==> config.mk <==
export PLATFORM = sky130hd
export DESIGN_NAME = serial_shift_path_and_format
export DESIGN_NICKNAME = d
export VERILOG_FILES = /design/src/design/serial_shift_path_and_format.v
export VERILOG_INCLUDE_DIRS = /design/src /design/src/design
export SDC_FILE = /design/constraint.sdc
export NUM_CORES = 1
export LEC_CHECK = 0
export ABC_CLOCK_PERIOD_IN_PS = 2080
export BUFFER_PORTS_ARGS = -buffer_cell sky130_fd_sc_hd__buf_2
export CAP_MARGIN = 25
export CORE_MARGIN = 2
export CORE_UTILIZATION = 53
export CTS_CLUSTER_DIAMETER = 120
export DETAILED_ROUTE_END_ITERATION = 12
export GPL_ROUTABILITY_DRIVEN = 0
export PLACE_DENSITY = 0.86
export SYNTH_ARGS = -nofsm -noshare
export SYNTH_HDL_FRONTEND = slang
export SYNTH_SLANG_ARGS = --single-unit
==> constraint.sdc <==
create_clock -name pclk -period 2.08 [get_ports pclk]
set_input_delay 0.416 -clock pclk [delete_from_list [all_inputs] [get_ports pclk]]
set_output_delay 0.416 -clock pclk [all_outputs]
set_load 0.005 [all_outputs]
==> src/design/serial_shift_path_map.vh <==
`ifndef SERIAL_SHIFT_PATH_MAP_VH
`define SERIAL_SHIFT_PATH_MAP_VH
`define ADDR_FORMAT 12'h000
`define ADDR_TX_DATA 12'h004
`define ADDR_RX_DATA 12'h008
`define ADDR_STATUS 12'h00C
`define ADDR_CONTROL 12'h010
`define ADDR_BAUD 12'h014
`define FMT_SYNC 7
`define FMT_CHR7 6
`define FMT_PAR_ON 5
`define FMT_ODD 4
`define FMT_STOP2 3
`define FMT_MP 2
`define FMT_CKS_HI 1
`define FMT_CKS_LO 0
`define ST_TX_BUFFER_EMPTY_FLAG 7
`define ST_RDRF 6
`define ST_ORER 5
`define ST_FER 4
`define ST_PER 3
`define ST_TEND 2
`define ST_MPB 1
`define ST_MPBT 0
`define CTL_TX_ALLOW 0
`define CTL_RX_ALLOW 1
`define CTL_STANDBY 2
`define RST_RX_DATA 8'h00
`define RST_TX_DATA 8'hFF
`define RST_FORMAT 8'h00
`define RST_STATUS 8'h84
`define RST_BAUD 8'hFF
`define OVERSAMPLE 16
`endif

==> src/design/serial_shift_path_and_format.v <==
// Functional notes
// - receiver shifts bits in LSB first
// - full byte copied to receive buffer
// - shift registers hidden from software
// - receive buffer read only, reset zero
// - transmitter shifts out LSB first
// - empty shifter loads buffer and starts
// - no load while empty flag set
// - buffer writable during shifting, back-to-back
// - transmit buffer RW, resets to FF
// - format register RW, resets to zero
// - bit 7 selects async or sync
// - bit 6 selects 7 or 8 bits
// - 7-bit mode drops transmit MSB
// - bit 5 enables async parity
// - bit 4 selects odd parity
// - parity makes total ones even/odd
// - receiver checks parity when enabled
// - bit 3 selects one or two stops
// - receiver checks only first stop
// - bit 2 multiprocessor, overrides parity
// - bits 1:0 select prescaler
// - clearing empty flag starts transmit
//
// Added by the designer: the APB slave port and the placing of the registers.
`timescale 1ns/10ps
`default_nettype none
`include "serial_shift_path_map.vh"
module serial_shift_path_and_format (
  // clock and reset
  input wire pclk,
  input wire presetn,
  // apb slave
  input wire psel,
  input wire penable,
  input wire pwrite,
  input wire [11:0] paddr,
  input wire [31:0] pwdata,
  output reg [31:0] prdata,
  output reg pready,
  output reg pslverr,
  // serial line
  input wire rxd,
  output reg txd,
  output reg sck_out
);
  reg [7:0] serial_format_control;
  reg [7:0] tx_data_buffer;
  reg [7:0] rx_data_buffer;
  reg [7:0] serial_status_flags;
  reg [7:0] control;
  reg [7:0] baud_div;
  reg [7:0] tx_shift_reg;
  reg [7:0] rx_shift_reg;
  reg rx_s1, rx_s2;
  wire standby = control[`CTL_STANDBY];
  wire sync_mode = serial_format_control[`FMT_SYNC];
  wire chr7 = serial_format_control[`FMT_CHR7] & ~sync_mode;
  wire mp_on = serial_format_control[`FMT_MP] & ~sync_mode;
  wire par_on = serial_format_control[`FMT_PAR_ON] & ~sync_mode & ~mp_on;
  wire odd_par = serial_format_control[`FMT_ODD];
  wire stop2 = serial_format_control[`FMT_STOP2] & ~sync_mode;
  wire tx_allow = control[`CTL_TX_ALLOW];
  wire rx_allow = control[`CTL_RX_ALLOW];
  wire [3:0] nbits = chr7 ? 4'h7 : 4'h8;
  // prescaler then bit-rate divider gives one oversample tick
  reg [5:0] pre_cnt;
  reg [7:0] brr_cnt;
  reg pre_max;
  always @* begin
    case (serial_format_control[`FMT_CKS_HI:`FMT_CKS_LO])
      2'h0: pre_max = 1'b1;
      2'h1: pre_max = (pre_cnt[1:0] == 2'h3);
      2'h2: pre_max = (pre_cnt[3:0] == 4'hF);
      default: pre_max = (pre_cnt == 6'h3F);
    endcase
  end
  wire brr_hit = pre_max && (brr_cnt == baud_div);
  always @(posedge pclk or negedge presetn) begin
    if (!presetn) begin
      pre_cnt <= 6'h00;
      brr_cnt <= 8'h00;
    end else if (standby) begin
      pre_cnt <= 6'h00;
      brr_cnt <= 8'h00;
    end else begin
      pre_cnt <= pre_max ? 6'h00 : pre_cnt + 6'h01;
      if (pre_max)
        brr_cnt <= brr_hit ? 8'h00 : brr_cnt + 8'h01;
    end
  end
  // 16 oversample ticks per async bit, 2 per sync bit
  reg [3:0] tx_os;
  wire tx_tick = brr_hit && (sync_mode ? tx_os[0] : (tx_os == 4'hF));
  // apb
  wire setup = psel && !penable;
  wire wr = setup && pwrite;
  wire rd = setup && !pwrite;
  wire mapped = (paddr == `ADDR_FORMAT) || (paddr == `ADDR_TX_DATA) ||
    (paddr == `ADDR_RX_DATA) || (paddr == `ADDR_STATUS) ||
    (paddr == `ADDR_CONTROL) || (paddr == `ADDR_BAUD);
  reg [7:0] rd_val;
  always @* begin
    case (paddr)
      `ADDR_FORMAT: rd_val = serial_format_control;
      `ADDR_TX_DATA: rd_val = tx_data_buffer;
      `ADDR_RX_DATA: rd_val = rx_data_buffer;
      `ADDR_STATUS: rd_val = serial_status_flags;
      `ADDR_CONTROL: rd_val = control;
      `ADDR_BAUD: rd_val = baud_div;
      default: rd_val = 8'h00;
    endcase
  end
  always @(posedge pclk or negedge presetn) begin
    if (!presetn) begin
      prdata <= 32'h00000000;
      pready <= 1'b0;
      pslverr <= 1'b0;
    end else begin
      pready <= setup;
      pslverr <= setup && !mapped;
      if (rd)
        prdata <= {24'h000000, rd_val};
    end
  end
  // transmitter
  localparam TX_IDLE = 2'h0;
  localparam TX_START = 2'h1;
  localparam TX_DATA = 2'h2;
  localparam TX_TAIL = 2'h3;
  reg [1:0] tx_state;
  reg [3:0] tx_cnt;
  reg tx_par;
  reg [1:0] tail_cnt;
  reg [1:0] tail_len;
  wire tx_load_ok = tx_allow && !serial_status_flags[`ST_TX_BUFFER_EMPTY_FLAG];
  wire [7:0] tx_masked = chr7 ? {1'b0, tx_data_buffer[6:0]} : tx_data_buffer;
  wire load_now = (tx_state == TX_IDLE) && tx_load_ok && tx_tick;
  reg tx_done;
  always @(posedge pclk or negedge presetn) begin
    if (!presetn) begin
      tx_state <= TX_IDLE;
      tx_shift_reg <= 8'h00;
      tx_cnt <= 4'h0;
      tx_par <= 1'b0;
      tail_cnt <= 2'h0;
      tail_len <= 2'h0;
      tx_os <= 4'h0;
      txd <= 1'b1;
      sck_out <= 1'b1;
      tx_done <= 1'b0;
    end else if (standby) begin
      tx_state <= TX_IDLE;
      tx_os <= 4'h0;
      txd <= 1'b1;
      sck_out <= 1'b1;
      tx_done <= 1'b0;
    end else begin
      tx_done <= 1'b0;
      if (brr_hit)
        tx_os <= tx_os + 4'h1;
      if (sync_mode && brr_hit && tx_state == TX_DATA)
        sck_out <= tx_os[0];
      else if (tx_state != TX_DATA)
        sck_out <= 1'b1;
      if (tx_tick) begin
        case (tx_state)
          TX_IDLE: begin
            txd <= 1'b1;
            if (tx_load_ok) begin
              tx_shift_reg <= tx_masked;
              tx_par <= (^tx_masked) ^ odd_par;
              tx_cnt <= 4'h0;
              tail_len <= {1'b0, par_on} + {1'b0, mp_on} + 2'h1 + {1'b0, stop2};
              if (sync_mode) begin
                txd <= tx_masked[0];
                tx_shift_reg <= {1'b0, tx_masked[7:1]};
                tx_cnt <= 4'h1;
                tx_state <= TX_DATA;
              end else
                tx_state <= TX_START;
            end
          end
          TX_START: begin
            txd <= 1'b0;
            tx_state <= TX_DATA;
          end
          TX_DATA: begin
            if (tx_cnt == nbits) begin
              tail_cnt <= 2'h0;
              if (sync_mode) begin
                tx_state <= TX_IDLE;
                tx_done <= 1'b1;
              end else begin
                txd <= par_on ? tx_par : (mp_on ? serial_status_flags[`ST_MPBT] : 1'b1);
                tx_state <= TX_TAIL;
              end
            end else begin
              txd <= tx_shift_reg[0];
              tx_shift_reg <= {1'b0, tx_shift_reg[7:1]};
              tx_cnt <= tx_cnt + 4'h1;
            end
          end
          default: begin
            tail_cnt <= tail_cnt + 2'h1;
            txd <= 1'b1;
            if (tail_cnt + 2'h1 == tail_len) begin
              tx_state <= TX_IDLE;
              tx_done <= 1'b1;
            end
          end
        endcase
      end
    end
  end
  // receiver, async oversampled; sync sampled on own clock edges
  always @(posedge pclk or negedge presetn) begin
    if (!presetn) begin
      rx_s1 <= 1'b1;
      rx_s2 <= 1'b1;
    end else begin
      rx_s1 <= rxd;
      rx_s2 <= rx_s1;
    end
  end
  localparam RX_IDLE = 2'h0;
  localparam RX_START = 2'h1;
  localparam RX_DATA = 2'h2;
  localparam RX_STOP = 2'h3;
  reg [1:0] rx_state;
  reg [3:0] rx_os;
  reg [3:0] rx_cnt;
  reg rx_phase;
  reg rx_done, rx_fer, rx_per, rx_mpb;
  reg [7:0] rx_byte;
  wire rx_extra = par_on | mp_on;
  wire sync_sample = sync_mode && brr_hit && tx_os[0] && tx_state == TX_DATA;
  wire mid = brr_hit && (rx_os == 4'h7);
  always @(posedge pclk or negedge presetn) begin
    if (!presetn) begin
      rx_state <= RX_IDLE;
      rx_os <= 4'h0;
      rx_cnt <= 4'h0;
      rx_phase <= 1'b0;
      rx_shift_reg <= 8'h00;
      rx_done <= 1'b0;
      rx_fer <= 1'b0;
      rx_per <= 1'b0;
      rx_mpb <= 1'b0;
      rx_byte <= 8'h00;
    end else if (standby || !rx_allow) begin
      rx_state <= RX_IDLE;
      rx_done <= 1'b0;
    end else begin
      rx_done <= 1'b0;
      if (brr_hit)
        rx_os <= rx_os + 4'h1;
      if (sync_mode) begin
        if (sync_sample) begin
          rx_shift_reg <= {rx_s2, rx_shift_reg[7:1]};
          rx_cnt <= rx_cnt + 4'h1;
          if (rx_cnt == 4'h7) begin
            rx_cnt <= 4'h0;
            rx_byte <= {rx_s2, rx_shift_reg[7:1]};
            rx_fer <= 1'b0;
            rx_per <= 1'b0;
            rx_done <= 1'b1;
          end
        end
      end else begin
        case (rx_state)
          RX_IDLE: begin
            rx_os <= 4'h0;
            if (!rx_s2)
              rx_state <= RX_START;
          end
          RX_START: begin
            if (mid) begin
              rx_cnt <= 4'h0;
              rx_phase <= 1'b0;
              rx_shift_reg <= 8'h00;
              rx_state <= rx_s2 ? RX_IDLE : RX_DATA;
            end
          end
          RX_DATA: begin
            if (mid) begin
              if (rx_cnt == nbits) begin
                rx_phase <= 1'b1;
                rx_per <= par_on && ((^rx_shift_reg) ^ rx_s2 ^ odd_par);
                rx_mpb <= rx_s2;
                rx_state <= RX_STOP;
              end else begin
                if (chr7)
                  rx_shift_reg <= {1'b0, rx_s2, rx_shift_reg[6:1]};
                else
                  rx_shift_reg <= {rx_s2, rx_shift_reg[7:1]};
                rx_cnt <= rx_cnt + 4'h1;
                if (rx_cnt + 4'h1 == nbits && !rx_extra)
                  rx_state <= RX_STOP;
              end
            end
          end
          default: begin
            if (mid) begin
              if (!rx_phase)
                rx_per <= 1'b0;
              rx_fer <= !rx_s2;
              rx_byte <= rx_shift_reg;
              rx_done <= 1'b1;
              rx_state <= RX_IDLE;
            end
          end
        endcase
      end
    end
  end
  // registers and status
  wire rx_store = rx_done && !(mp_on && control[7] && !rx_mpb);
  always @(posedge pclk or negedge presetn) begin
    if (!presetn) begin
      serial_format_control <= `RST_FORMAT;
      tx_data_buffer <= `RST_TX_DATA;
      rx_data_buffer <= `RST_RX_DATA;
      serial_status_flags <= `RST_STATUS;
      control <= 8'h00;
      baud_div <= `RST_BAUD;
    end else begin
      if (wr && paddr == `ADDR_CONTROL)
        control <= pwdata[7:0];
      if (standby) begin
        serial_format_control <= `RST_FORMAT;
        tx_data_buffer <= `RST_TX_DATA;
        rx_data_buffer <= `RST_RX_DATA;
        serial_status_flags <= `RST_STATUS;
      end else begin
        if (wr && paddr == `ADDR_FORMAT)
          serial_format_control <= pwdata[7:0];
        if (wr && paddr == `ADDR_TX_DATA)
          tx_data_buffer <= pwdata[7:0];
        if (wr && paddr == `ADDR_BAUD)
          baud_div <= pwdata[7:0];
        if (rx_store)
          rx_data_buffer <= rx_byte;
        // flags clear by writing 0; hardware set wins
        // later statements below are the hardware sets,
        // so an event in the same cycle as a clear survives;
        // mp bit to send is the one plain read/write bit
        if (wr && paddr == `ADDR_STATUS)
          serial_status_flags <= serial_status_flags &
            {pwdata[7:1], 1'b1} | {7'h00, pwdata[0]} & 8'h01 |
            {7'h00, 1'b0};
        if (wr && paddr == `ADDR_STATUS)
          serial_status_flags[`ST_MPBT] <= pwdata[0];
        if (!tx_allow || load_now)
          serial_status_flags[`ST_TX_BUFFER_EMPTY_FLAG] <= 1'b1;
        if (load_now)
          serial_status_flags[`ST_TEND] <= 1'b0;
        if (tx_done && serial_status_flags[`ST_TX_BUFFER_EMPTY_FLAG])
          serial_status_flags[`ST_TEND] <= 1'b1;
        if (rx_store) begin
          if (serial_status_flags[`ST_RDRF])
            serial_status_flags[`ST_ORER] <= 1'b1;
          else
            serial_status_flags[`ST_RDRF] <= 1'b1;
          if (rx_fer)
            serial_status_flags[`ST_FER] <= 1'b1;
          if (rx_per)
            serial_status_flags[`ST_PER] <= 1'b1;
          serial_status_flags[`ST_MPB] <= rx_mpb;
        end
      end
    end
  end
endmodule
`default_nettype wire

* Word level (Yosys, flattened, before mapping)
Cells that the tools add are included.
** Storage, ports and cells
- Output and inout port bits :: 36
- Register bits after elaboration :: 131
- Input port bits :: 50
- Word-level logic and storage cells :: 308
** Operators by class
- $add $sub $neg :: 10
- Reductions and logical operators :: 80
- Bitwise operators :: 16
- Multiplexer cells :: 119
- Equal/unequal tests :: 46
** Operators with widths (number)
- $mux 8 :: 26
- $mux 4 :: 15
- $pmux 8 s6 :: 1
- $mux 1 :: 46
- $mux 2 :: 17
- $pmux 8 s2 :: 2
- $ne 3x3->1 const B :: 9
- $logic_and 1x1->1 :: 25
- $eq 12x4->1 const B :: 2
- $eq 12x5->1 const B :: 2
- $reduce_bool 2->1 :: 10
- $reduce_and 6->1 :: 3
- $add 4x1->4 const B :: 4
- $pmux 4 s2 :: 2
- $reduce_xor 8->1 :: 2
- $reduce_and 5->1 :: 3
- $reduce_bool 3->1 :: 5
- $ne 2x2->1 const B :: 7
- $eq 12x3->1 const B :: 1
- $eq 4x4->1 :: 3
- $logic_not 12->1 :: 1
- $mux 6 :: 2
- $pmux 2 s3 :: 2
- $reduce_and 4->1 :: 3
- other kinds (33) :: 78

* Longest topological paths before layout
Gate-level depths: netlist of the first run.
- Depth after elaboration :: 13
- Mapped depth :: 10
- Mapped depth without buffers :: 6

* Least setup slack after synthesis of the first run
Ideal clock, no wire load.
- Path kind :: register -> register
- Start :: register serial_format_control[7]
- End :: register tail_len[0]
- Setup time :: 0.125 ns
- Data required time :: 1.955 ns
- Setup slack :: -0.228 ns
- Period minus slack after synthesis :: 2.308 ns
- Buffers on the path :: 4
- Cell stages (with the launch flop) :: 10
- Arrival :: 2.184 ns
- Cells stage by stage :: dfrtp_1 > buf_2 > clkbuf_1 > buf_1 > clkbuf_1 > nand2b_1 > ha_1 > inv_1 > ha_1 > mux2_2
** On the way
- Word-level cells in the longest chain between the ends :: 7
- Elaborated cells on any way between the ends :: 12
- Those cells by class :: add/sub (3); mux (1); bitwise (6); reduce/logical (2)
** Ends and longest elaborated chain
- from (decl) :: RTL line serial_shift_path_and_format.v:47 : reg [7:0] serial_format_control;
- from (signal assigned) :: RTL line serial_shift_path_and_format.v:321 : serial_format_control <= `RST_FORMAT;
- from (signal assigned) :: RTL line serial_shift_path_and_format.v:331 : serial_format_control <= `RST_FORMAT;
- from (signal assigned) :: RTL line serial_shift_path_and_format.v:337 : serial_format_control <= pwdata[7:0];
- $not 1->1 (no source line)
- $and 1x1->1 :: RTL line serial_shift_path_and_format.v:59 : wire mp_on = serial_format_control[`FMT_MP] & ~sync_mode;
- $not 1->1 :: RTL line serial_shift_path_and_format.v:60 : wire par_on = serial_format_control[`FMT_PAR_ON] & ~sync_mode & ~mp_on;
- $and 1x1->1 :: RTL line serial_shift_path_and_format.v:60
- $add 1x1->2 :: RTL line serial_shift_path_and_format.v:174 : tail_len <= {1'b0, par_on} + {1'b0, mp_on} + 2'h1 + {1'b0, stop2};
- $add 2x1->2 (2 in a row) :: RTL line serial_shift_path_and_format.v:174
- to (signal assigned) :: RTL line serial_shift_path_and_format.v:174
- to (decl) :: RTL line serial_shift_path_and_format.v:135 : reg [1:0] tail_len;
Several ways; a longest one is shown, not always the timed one.
A chain may end at the register's enable or synchronous reset.

* Worst setup path after layout of the first run
- Start :: register pre_cnt[1]
- End :: register tx_shift_reg[3]
** On the way
- Word-level cells in the longest chain between the ends :: 5
- Elaborated cells on any way between the ends :: 7
- Those cells by class :: eq/ne (3); mux (1); reduce/logical (3)
** Ends and longest elaborated chain
- from (decl) :: RTL line serial_shift_path_and_format.v:67 : reg [5:0] pre_cnt;
- from (signal assigned) :: RTL line serial_shift_path_and_format.v:87 : pre_cnt <= pre_max ? 6'h00 : pre_cnt + 6'h01;
- $eq 6x6->1, or another cell as far along :: RTL line serial_shift_path_and_format.v:75 : default: pre_max = (pre_cnt == 6'h3F);
- $pmux 1 s3 * :: RTL line serial_shift_path_and_format.v:71 : case (serial_format_control[`FMT_CKS_HI:`FMT_CKS_LO])
- $logic_and 1x1->1 * :: RTL line serial_shift_path_and_format.v:78 : wire brr_hit = pre_max && (brr_cnt == baud_div);
- $logic_and 1x1->1 * :: RTL line serial_shift_path_and_format.v:94 : wire tx_tick = brr_hit && (sync_mode ? tx_os[0] : (tx_os == 4'hF));
- $reduce_and 5->1 (no source line) *
- to (signal assigned) :: RTL line serial_shift_path_and_format.v:171 : tx_shift_reg <= tx_masked;
- to (signal assigned) :: RTL line serial_shift_path_and_format.v:177 : tx_shift_reg <= {1'b0, tx_masked[7:1]};
- to (signal assigned) :: RTL line serial_shift_path_and_format.v:200 : tx_shift_reg <= {1'b0, tx_shift_reg[7:1]};
- to (decl) :: RTL line serial_shift_path_and_format.v:53 : reg [7:0] tx_shift_reg;
Every way passes the cells marked *; elsewhere a longest branch is shown, timed or not.

==> run summary, run 1 <==
## Critical path
- tx_shift_reg[3] — worst reg2reg path endpoint
- 9 — total stage count of the critical path
- 3 — number of buffer and inverter instances along the worst setup path
- flip-flop to flip-flop — worst setup path category
- 2430 ps — CP Data Arrival Time
- ha_4 -> nand2b_4 -> a32oi_4 -> buf_6 -> buf_4 -> and4_4 -> nand3b_1 -> buf_4 -> mux2_2 — Cell Chain, Critical Path
- pre_cnt[1] — origin of the critical flop-to-flop path
- 9 — number of cells on the worst reg-to-reg path
- flip-flop — kind of end point of the critical path
- 2390 ps — data required time of the worst path
- dfrtp_1 — slowest CP cell
- -40 ps — R2R Setup Slk
- tx_shift_reg[3] — end point of the critical path
- 390 ps — Worst path max stage delay
- buf_4 — most frequent cell on the critical path
- simple AND/OR/NAND/NOR gates — Top delay family on crit path
- 4 — critical path fanouts, max
- flip-flop — Worst setup SP type
- pre_cnt[1] — CP startpoint

## Detailed routing
- 6.09 — post-detailed-route via-to-cell ratio
- 20500 µm — total wire length after detailed routing
- 6321 — Vias
- 560 — Iter 0 DRT Violations
- 0 — drt drc
- 0 — DRT antenna net count
- 19.8 µm — routed len/inst
- 6 — detailed-routing iteration count for the pre-antenna-repair pass

## Die
- 86 — top-level I/O count
- 14700 µm² — floorplan die area
- 121 µm — horizontal die dimension
- 121 µm — vertical extent of the die
- 54.6% — starting density of the core
- 42 — Std-Cell Rows
- 13300 µm² — core area

## Yosys
- 0 — total number of yosys warnings
- 0 — Post-synth EDFFs
- 10.1 µm² — synthesized area per cell
- 131 — flops & latches, synth
- 37.4% — share of the synthesized area in the top cell type
- dfrtp_1 (37%), mux2_2 (9.1%), dfstp_2 (7.9%), nand2_1 (3.8%), xnor2_1 (3.5%) — top cells by area, synth
- 74 — post-synthesis cell type count
- 100% — FFs w/ async S/R, synth
- 7290 µm² — area of the mapped netlist
- 45.3% — fraction of the yosys area taken by sequential cells
- dfrtp_1 — most used flip-flop cell after synthesis
- 724 — synthesized instance count
- dfrtp_1 — library cell occupying the most area in the post-synthesis netlist

## GRT
- 31200 µm — wire length of the first global-routing pass
- 27.3% — Tot GR Track Use
- 6250 — vias in the first global route
- 1 — antenna violations before repair
- 52 — pin count of the biggest net entering global routing
- 0 — gr ovfl total

## STA
- 86.0 ps — Final Hold Slack
- 22 — number of endpoints failing setup at the final stage
- -42.1 ps — Worst Setup Slack, final
- 2120 ps — post-layout min period
- 0 — max-slew violation count
- 0 — final hold violation count
- 102% — final worst-path cycle share
- yes — unrepaired setup endpoints after global routing
- 55.4% — Relative slew margins
- 471 MHz — fmax
- -369 ps — setup TNS after final layout
- 8.47 ps — clock tree skew after final layout
- 667 ps — pin slew with the least headroom to its limit

## Finish
- 27.9% — growth of design area from synthesis to finish
- 1038 — number of cells in the finished layout apart from fillers
- 36.4% — share of post-route cells with drive strength above 1
- 906 — Post-layout nets

## Clock network
- 430 ps — Skew-Pair Late Insertion Delay
- yes — TritonCTS clock tree
- clkbuf_16 — cell chosen for the clock root
- 60 ps — Worst-path clk slew
- 2 — maximum buffer depth of the clock tree
- 4 — level count of the clock H-tree
- 131 — total clock sinks
- 17 — number of buffers created by CTS

## Placement
- -288 ps — placement-stage worst setup slack
- 37 — port bufs
- 13200 µm — DPL Wire Length
- 990 — total placed cells including tap cells

## Status
- finished with violations — run status
- setup timing — violations in the final reports

## Power and ir drop
- 0.584 mV — worst vdd ir
- 707 nW/µm² — Pwr Density
- 4.15 nW — static leakage
- 6.60 mW — total power consumption of the routed design

## Hold path
- input port to flip-flop — class of the tightest hold or removal check

## Flow run
- 0 — # Max-Cap Violations

==> report_power, final <==
part / internal, mW / switching [mW]
clock network: 2.00 / 1.13
logic: 0.329 / 0.405
registers: 2.65 / 0.0815
total: 4.99 / 1.61
==> routing by layer <==
metal  vias up  wire length, µm  track usage, %
met1      3144             7800            32.6
met3        79             1590            7.28
met4         0              665            12.9
met5         -                0               0
li1       2808                -               -
met2       290            10500            45.6
==> per-stage QoR <==
| step | utilization, % | instance area, µm² |
|---|---|---|
| final | 69.9 | 9330 |
| after global routing | 69.9 | 9330 |
| after CTS | 67.1 | 8960 |
| after detailed placement | 61.9 | 8260 |
| after global placement | 61.9 | 8260 |
| after floorplan | - | 7420 |
==> cell usage in the layout (no fill, tap or decap), types with 13 or more instances in the layout <==
cell type,Yosys,final
buf_4,28,90
nand2_1,74,74
conb_1,1,24
a21oi_1,39,36
mux2_2,59,44
buf_2,7,36
mux2_4,0,15
nor2b_1,14,13
and3_1,15,15
clkbuf_16,0,17
dfstp_2,22,22
o21ai_0,36,32
inv_1,14,14
xnor2_1,29,23
nand3_1,40,38
mux2i_1,19,18
dfrtp_1,109,105
nor2_1,37,37
==> how the worst min path moves through the flow <==
stage | slack, ps | from | end | depth (start not counted)
after detailed placement | 350 | rx_s1 | rx_s2 | 0
after floorplan | 120 | presetn | brr_cnt[0] | 0
after CTS | 80 | rxd | rx_s1 | 1
after global placement | 350 | rx_s1 | rx_s2 | 0
final | 90 | rxd | rx_s1 | 1
after global routing | 80 | rxd | rx_s1 | 1
==> worst reg2reg max path, cell delays in order (launching register included) <==
cell and delay [ps]:
dfrtp_1 390, ha_4 180, nand2b_4 70, a32oi_4 290, buf_6 140, buf_4 100
and4_4 210, nand3b_1 160, buf_4 200, mux2_2 260
==> Yosys cell counts (4+ instances only) <==
| cell type | number |
|---|---|
| a21oi_1 | 39 |
| a221oi_1 | 8 |
| a22oi_1 | 8 |
| a31oi_1 | 13 |
| and2_1 | 6 |
| and3_1 | 15 |
| and4_1 | 4 |
| buf_2 | 7 |
| buf_4 | 28 |
| clkbuf_1 | 21 |
| dfrtp_1 | 109 |
| dfstp_2 | 22 |
| ha_1 | 8 |
| inv_1 | 14 |
| mux2_2 | 59 |
| mux2i_1 | 19 |
| nand2_1 | 74 |
| nand2b_1 | 8 |
| nand3_1 | 40 |
| nand4_1 | 7 |
| nor2_1 | 37 |
| nor2b_1 | 14 |
| nor3_1 | 8 |
| nor4_1 | 4 |
| o21ai_0 | 36 |
| or3_1 | 5 |
| or3b_2 | 5 |
| or4_1 | 4 |
| xnor2_1 | 29 |
| xor2_1 | 7 |
==> layout make-up <==
type,instances,area [µm²]
Multi-Input combinational cell,540,4000
Sequential cell,131,3310
Clock buffer,23,488
Inverter,15,56.3
Antenna cell,1,2.50
Fill cell,856,4020
Clock inverter,9,126
Timing Repair Buffer,143,1120
Tap cell,176,220
==> repair_timing <==
action | 4_1_cts | 5_1_grt
pin swaps | 2 | 19
setup buffers | 2 | 10
resized for setup | 12 | 63
setup endpoints to repair | 42 | 48
hold buffers | 1 | 0
endpoints found under the hold margin | 29 | 0
cloned | 0 | 2
==> kinds of logic after synthesis <==
kind of cell	Yosys count	share of synthesized area [%]
xor gates and xnor gates	37	4.63
and+or+nand+nor	255	19.2
AOI/OAI and AO/OA	138	12.1
adders and majority gates	8	1.37
other	1	0.0514
buffers and inverters	76	5.59
muxes	78	11.7
DFF	131	45.3
Note: power is estimated with default switching activity, not from simulation.
==> run 2: changes to the inputs <==
Settings changed: MAX_ROUTING_LAYER set to met4, RECOVER_POWER set to 100, TNS_END_PERCENT set to 50.
==> run 2 against run 1 <==
  * The flow still finishes with violations (setup timing)
  * Utilization fell by 1.6 points
  * Via count fell by 0.73%
  * First-iteration DRC count rose by 18%
  * Total power fell by 5.2%
  * Die area did not move
  * Non-clock buffer count did not move
==> run summary, run 2 (synthesis gave the netlist of run 1 again) <==
## STA
- 7.20 ps — clock tree skew after final layout
- 464 MHz — fmax
- -75.5 ps — Worst Setup Slack, final
- 2160 ps — post-layout min period
- 37 — number of endpoints failing setup at the final stage
- 0 — final hold violation count
- yes — unrepaired setup endpoints after global routing
- 42.4% — Relative slew margins
- 864 ps — pin slew with the least headroom to its limit
- 104% — final worst-path cycle share
- 0 — max-slew violation count

## Clock network
- 17 — number of buffers created by CTS
- 430 ps — Skew-Pair Late Insertion Delay
- 60 ps — Worst-path clk slew
- yes — TritonCTS clock tree
- clkbuf_16 — cell chosen for the clock root
- 2 — maximum buffer depth of the clock tree
- 131 — total clock sinks
- 4 — level count of the clock H-tree

## Placement
- 992 — total placed cells including tap cells
- 37 — port bufs
- -263 ps — placement-stage worst setup slack
- 13300 µm — DPL Wire Length

## Power and ir drop
- 687 nW/µm² — Pwr Density
- 4.05 nW — static leakage
- 44.8% — clock power share
- 11.6% — power share of the combinational group
- 4.66 mW — Cell Int Power
- 1.60 mW — net load switching power
- 0.654 mV — worst vdd ir
- 25.6% — net switching share of the total power
- 43.6% — Sequential Power Share

## GRT
- 1 — antenna violations before repair
- 0 — gr ovfl total
- 6.48% — met3 track demand over resource in global routing
- 35.4% — GR met1 Demand/Resource
- 32100 µm — wire length of the first global-routing pass
- 45.8% — met2 Use GR
- met2 — most crowded layer after global routing
- 47 — pin count of the biggest net entering global routing
- 29.1% — Tot GR Track Use
- 6314 — vias in the first global route

## Critical path
- flip-flop — kind of end point of the critical path
- 7 — number of cells on the worst reg-to-reg path
- 2470 ps — CP Data Arrival Time
- flip-flop — Worst setup SP type
- 5 — critical path fanouts, max
- flip-flop to flip-flop — worst setup path category
- 2390 ps — data required time of the worst path

## Detailed routing
- 6275 — Vias
- 663 — Iter 0 DRT Violations
- 20100 µm — total wire length after detailed routing
- 5 — detailed-routing iteration count for the pre-antenna-repair pass
- 6.05 — post-detailed-route via-to-cell ratio
- 0 — DRT antenna net count
- 0 — drt drc
- 19.4 µm — routed len/inst

## Finish
- 25.0% — growth of design area from synthesis to finish
- 1038 — number of cells in the finished layout apart from fillers
- 3940 µm² — multi-input gate area in the final layout
- dfrtp_1 (107), buf_4 (90), nand2_1 (74) — most frequent cells in the layout
- 3310 µm² — register area
- 33.3% — share of post-route cells with drive strength above 1
- 906 — Post-layout nets
- dfrtp_1 — most common library cell in the layout ignoring fill and taps
- 915 — fill count
- 68.3% — final core utilization

## Die
- 14700 µm² — floorplan die area
- 13300 µm² — core area
- 86 — top-level I/O count
- 121 µm — vertical extent of the die
- 121 µm — horizontal die dimension
- 42 — Std-Cell Rows
- 54.6% — starting density of the core

## Status
- setup timing — violations in the final reports
- finished with violations — run status

## Hold path
- input port to flip-flop — class of the tightest hold or removal check
- 1 — depth of the worst hold-timing path

## Flow run
- 0 — # Max-Cap Violations

## run 2: changes by cell type in the layout (fill, tap and decap cells not counted), sizes merged
cell / previous run / this run
bufinv: 3 / 1
clkbuf: 23 / 34
clkinv: 6 / 8
buf: 142 / 130
clkinvlp: 1 / 2
## run 2: path summary, 6_finish.rpt
| kind | start | endpoint | slack (ps) |
|---|---|---|---|
| hold reg to reg | rx_s1 | rx_s2 | 350 |
| min in group asynchronous | presetn | tx_shift_reg[0] | 570 |
| setup / recovery | baud_div[5] | tx_cnt[0] | -80 |
| max in group asynchronous | presetn | rx_os[1] | 220 |
| setup reg to reg | baud_div[5] | tx_cnt[0] | -80 |
| hold / removal | rxd | rx_s1 | 80 |
## run 2: what timing repair did
item	4_1_cts	5_1_grt
hold buffers	1	0
setup endpoints to repair	41	49
cloned	2	0
setup buffers	6	5
pin swaps	11	14
hold endpoints to repair	17	0
gates resized for setup	33	32
## run 2: metrics by stage
step | setup TNS, ps | cell area (µm²) | hold slack [ps] | total power [mW]
after floorplan | -2260 | 7410 | 120 | 3.09
after detailed placement | -9930 | 8250 | 347 | 3.39
after CTS | -492 | 9010 | 66.2 | 6.25
after global placement | -5820 | 8250 | 346 | 3.37
after global routing | -4220 | 9120 | 78.4 | 6.45
final | -1280 | 9120 | 80.3 | 6.26
## run 2: final cells by class
class                           instances  share of cell area (%)
Inverter                               15                   0.618
Multi-Input combinational cell        540                    43.2
Antenna cell                            1                  0.0274
Sequential cell                       131                    36.3
Clock buffer                           22                    5.09
Tap cell                              176                    2.42
Timing Repair Buffer                  143                    11.4
Clock inverter                         10                   0.919
## run 2: routing by layer
metal | routed length (µm) | share of wire, %
met4 | 801 | 4.0
met2 | 10000 | 50
met1 | 7660 | 38
met5 | 0 | 0
met3 | 1630 | 8.1
## run 2: power by group through the flow
stage / sequential, mW / clock [mW] / combinational [mW]
2_1_floorplan: 2.76 / 0 / 0.335
4_1_cts: 2.72 / 2.84 / 0.690
5_1_grt: 2.73 / 2.93 / 0.788
6_report: 2.73 / 2.81 / 0.724
3_5_place_dp: 2.76 / 0 / 0.631
3_3_place_gp: 2.76 / 0 / 0.609
## run 2: worst max-delay path, stage by stage (launching register included)
cell and delay, ps:
dfstp_2 640, xnor2_4 150, and4_4 260, buf_6 110
and4_4 220, nand3b_1 160, buf_6 190, mux2_4 300
==> run 3: changes to the inputs <==
Settings changed: TNS_END_PERCENT 50 to 1.
==> run 3 against run 2 <==
  * Largest cell class unchanged
  * Via count decreased by 1.7%
  * Sequential power about the same
  * Critical endpoint is now rx_mpb
  * Maximum frequency increased by 3.3%
  * Critical path depth decreased by 2
  * The run still ends with setup timing left
  * Critical path type unchanged
  * Utilization decreased by 1.7 points
==> run summary, run 3 (synthesis gave the netlist of run 1 again) <==
## Finish
- 30.9% — share of post-route cells with drive strength above 1
- dfrtp_1 — most common library cell in the layout ignoring fill and taps
- 66.6% — final core utilization
- dfrtp_1 (109), buf_4 (78), nand2_1 (74) — most frequent cells in the layout
- 0 — antenna cell count
- 890 — Post-layout nets
- 21.9% — growth of design area from synthesis to finish

## Clock network
- 4 — level count of the clock H-tree
- 60 ps — Worst-path clk slew
- 17 — number of buffers created by CTS
- clkbuf_16 — cell chosen for the clock root
- 430 ps — Skew-Pair Late Insertion Delay
- 131 — total clock sinks
- yes — TritonCTS clock tree
- 2 — maximum buffer depth of the clock tree

## Critical path
- flip-flop — kind of end point of the critical path
- flip-flop — Worst setup SP type
- 6 — critical path fanouts, max
- 2400 ps — CP Data Arrival Time
- flip-flop to flip-flop — worst setup path category
- 5 — number of cells on the worst reg-to-reg path
- 2390 ps — data required time of the worst path

## Detailed routing
- met4 — highest metal layer used by the detailed router
- 5 — detailed-routing iteration count for the pre-antenna-repair pass
- 548 — Iter 0 DRT Violations
- 6170 — Vias
- 6.04 — post-detailed-route via-to-cell ratio
- 7570 µm — total routed wire length on the met1 layer
- 0 — DRT antenna net count
- 9850 µm — metal2 WL
- 0 — drt drc
- 1570 µm — length of routed met3 wiring
- 19.2 µm — routed len/inst
- 19600 µm — total wire length after detailed routing

## Power and ir drop
- 724 nW/µm² — Pwr Density
- 0.646 mV — worst vdd ir
- 3.95 nW — static leakage

## GRT
- 0 — antenna violations before repair
- 28.0% — Tot GR Track Use
- 0 — gr ovfl total
- 42 — pin count of the biggest net entering global routing
- 30800 µm — wire length of the first global-routing pass
- 5996 — vias in the first global route

## Die
- 121 µm — vertical extent of the die
- 54.6% — starting density of the core
- 13300 µm² — core area
- 42 — Std-Cell Rows
- 14700 µm² — floorplan die area
- 86 — top-level I/O count
- 121 µm — horizontal die dimension

## Status
- setup timing — violations in the final reports
- finished with violations — run status

## STA
- 28.9% — Relative slew margins
- 0 — max-slew violation count
- yes — unrepaired setup endpoints after global routing
- 100% — final worst-path cycle share
- 479 MHz — fmax
- 1070 ps — pin slew with the least headroom to its limit
- 0 — final hold violation count
- 2090 ps — post-layout min period
- -6.12 ps — Worst Setup Slack, final
- 1 — number of endpoints failing setup at the final stage
- 9.34 ps — clock tree skew after final layout

## Hold path
- 1 — depth of the worst hold-timing path
- input port to flip-flop — class of the tightest hold or removal check

## Placement
- 37 — port bufs
- 13000 µm — DPL Wire Length
- -281 ps — placement-stage worst setup slack

## Flow run
- 0 — # Max-Cap Violations

==> run 3: changes by cell type in the layout (fill, tap and decap cells not counted), moves of 3 or more <==
cell      change
mux2_2       +25
mux2_4       -25
buf_4        -12
xnor2_1       +6
xnor2_2       -5
a21oi_1       +3
clkinv_2      -3
nor3_2        -3
==> run 3: report_power, final <==
group          internal (mW)  switching [mW]  leakage (nW)
Combinational          0.254           0.380          1.96
Clock                   1.97            1.10         0.293
Sequential              2.65          0.0697          1.70
==> run 3: metal layers <==
metal	vias to the layer above	GRT usage (%)
met3	56	6.86
met1	3024	34.8
met5	-	-
met2	314	44.3
met4	0	11.3
li1	2776	-
==> run 3: timing repair <==
action / in CTS / in global routing
endpoints found under the hold margin: 10 / 0
setup endpoints to repair: 36 / 49
hold buffers: 1 / 0
gates cloned: 0 / 1
gates resized for setup: 7 / 27
pin swaps: 0 / 8
setup buffers: 0 / 1
==> run 3: metrics by stage <==
| step | hold WS (ps) | std cells | area, µm² | TNS (ps) | power (mW) |
|---|---|---|---|---|---|
| floorplan | 120 | 747 | 7390 | -2680 | 3.09 |
| global placement | 346 | 986 | 8170 | -9760 | 3.34 |
| detailed placement | 347 | 986 | 8170 | -11240 | 3.37 |
| CTS | 76.2 | 1019 | 8810 | 0 | 6.46 |
| global route | 76.0 | 1021 | 8890 | -1220 | 6.64 |
| finish | 87.4 | 1021 | 8890 | -6.12 | 6.44 |
==> run 3: path summary, 6_finish.rpt <==
| kind | startpoint | end | slack [ps] |
|---|---|---|---|
| min in group asynchronous | presetn | rx_shift_reg[0] | 720 |
| worst max-delay path | baud_div[3] | rx_mpb | -6 |
| worst max register to register | baud_div[3] | rx_mpb | -6 |
| max in group asynchronous | presetn | sck_out | 220 |
| worst min-delay path | rxd | rx_s1 | 90 |
| worst min register to register | rx_s1 | rx_s2 | 360 |
==> run 3: layout make-up <==
class,count,area [µm²]
clock buffer,23,478
clock inverter,9,129
fill,962,4460
inverter,15,56.3
multi-input combinational,540,3790
sequential,131,3310
tap,176,220
timing repair buffer,127,907
==> run 3: critical path, stage by stage (launching register included) <==
cell and delay [ps]:
dfstp_2 560, xnor2_1 150, and4_4 330, nand4_2 190, nor4_1 360, mux2_2 380
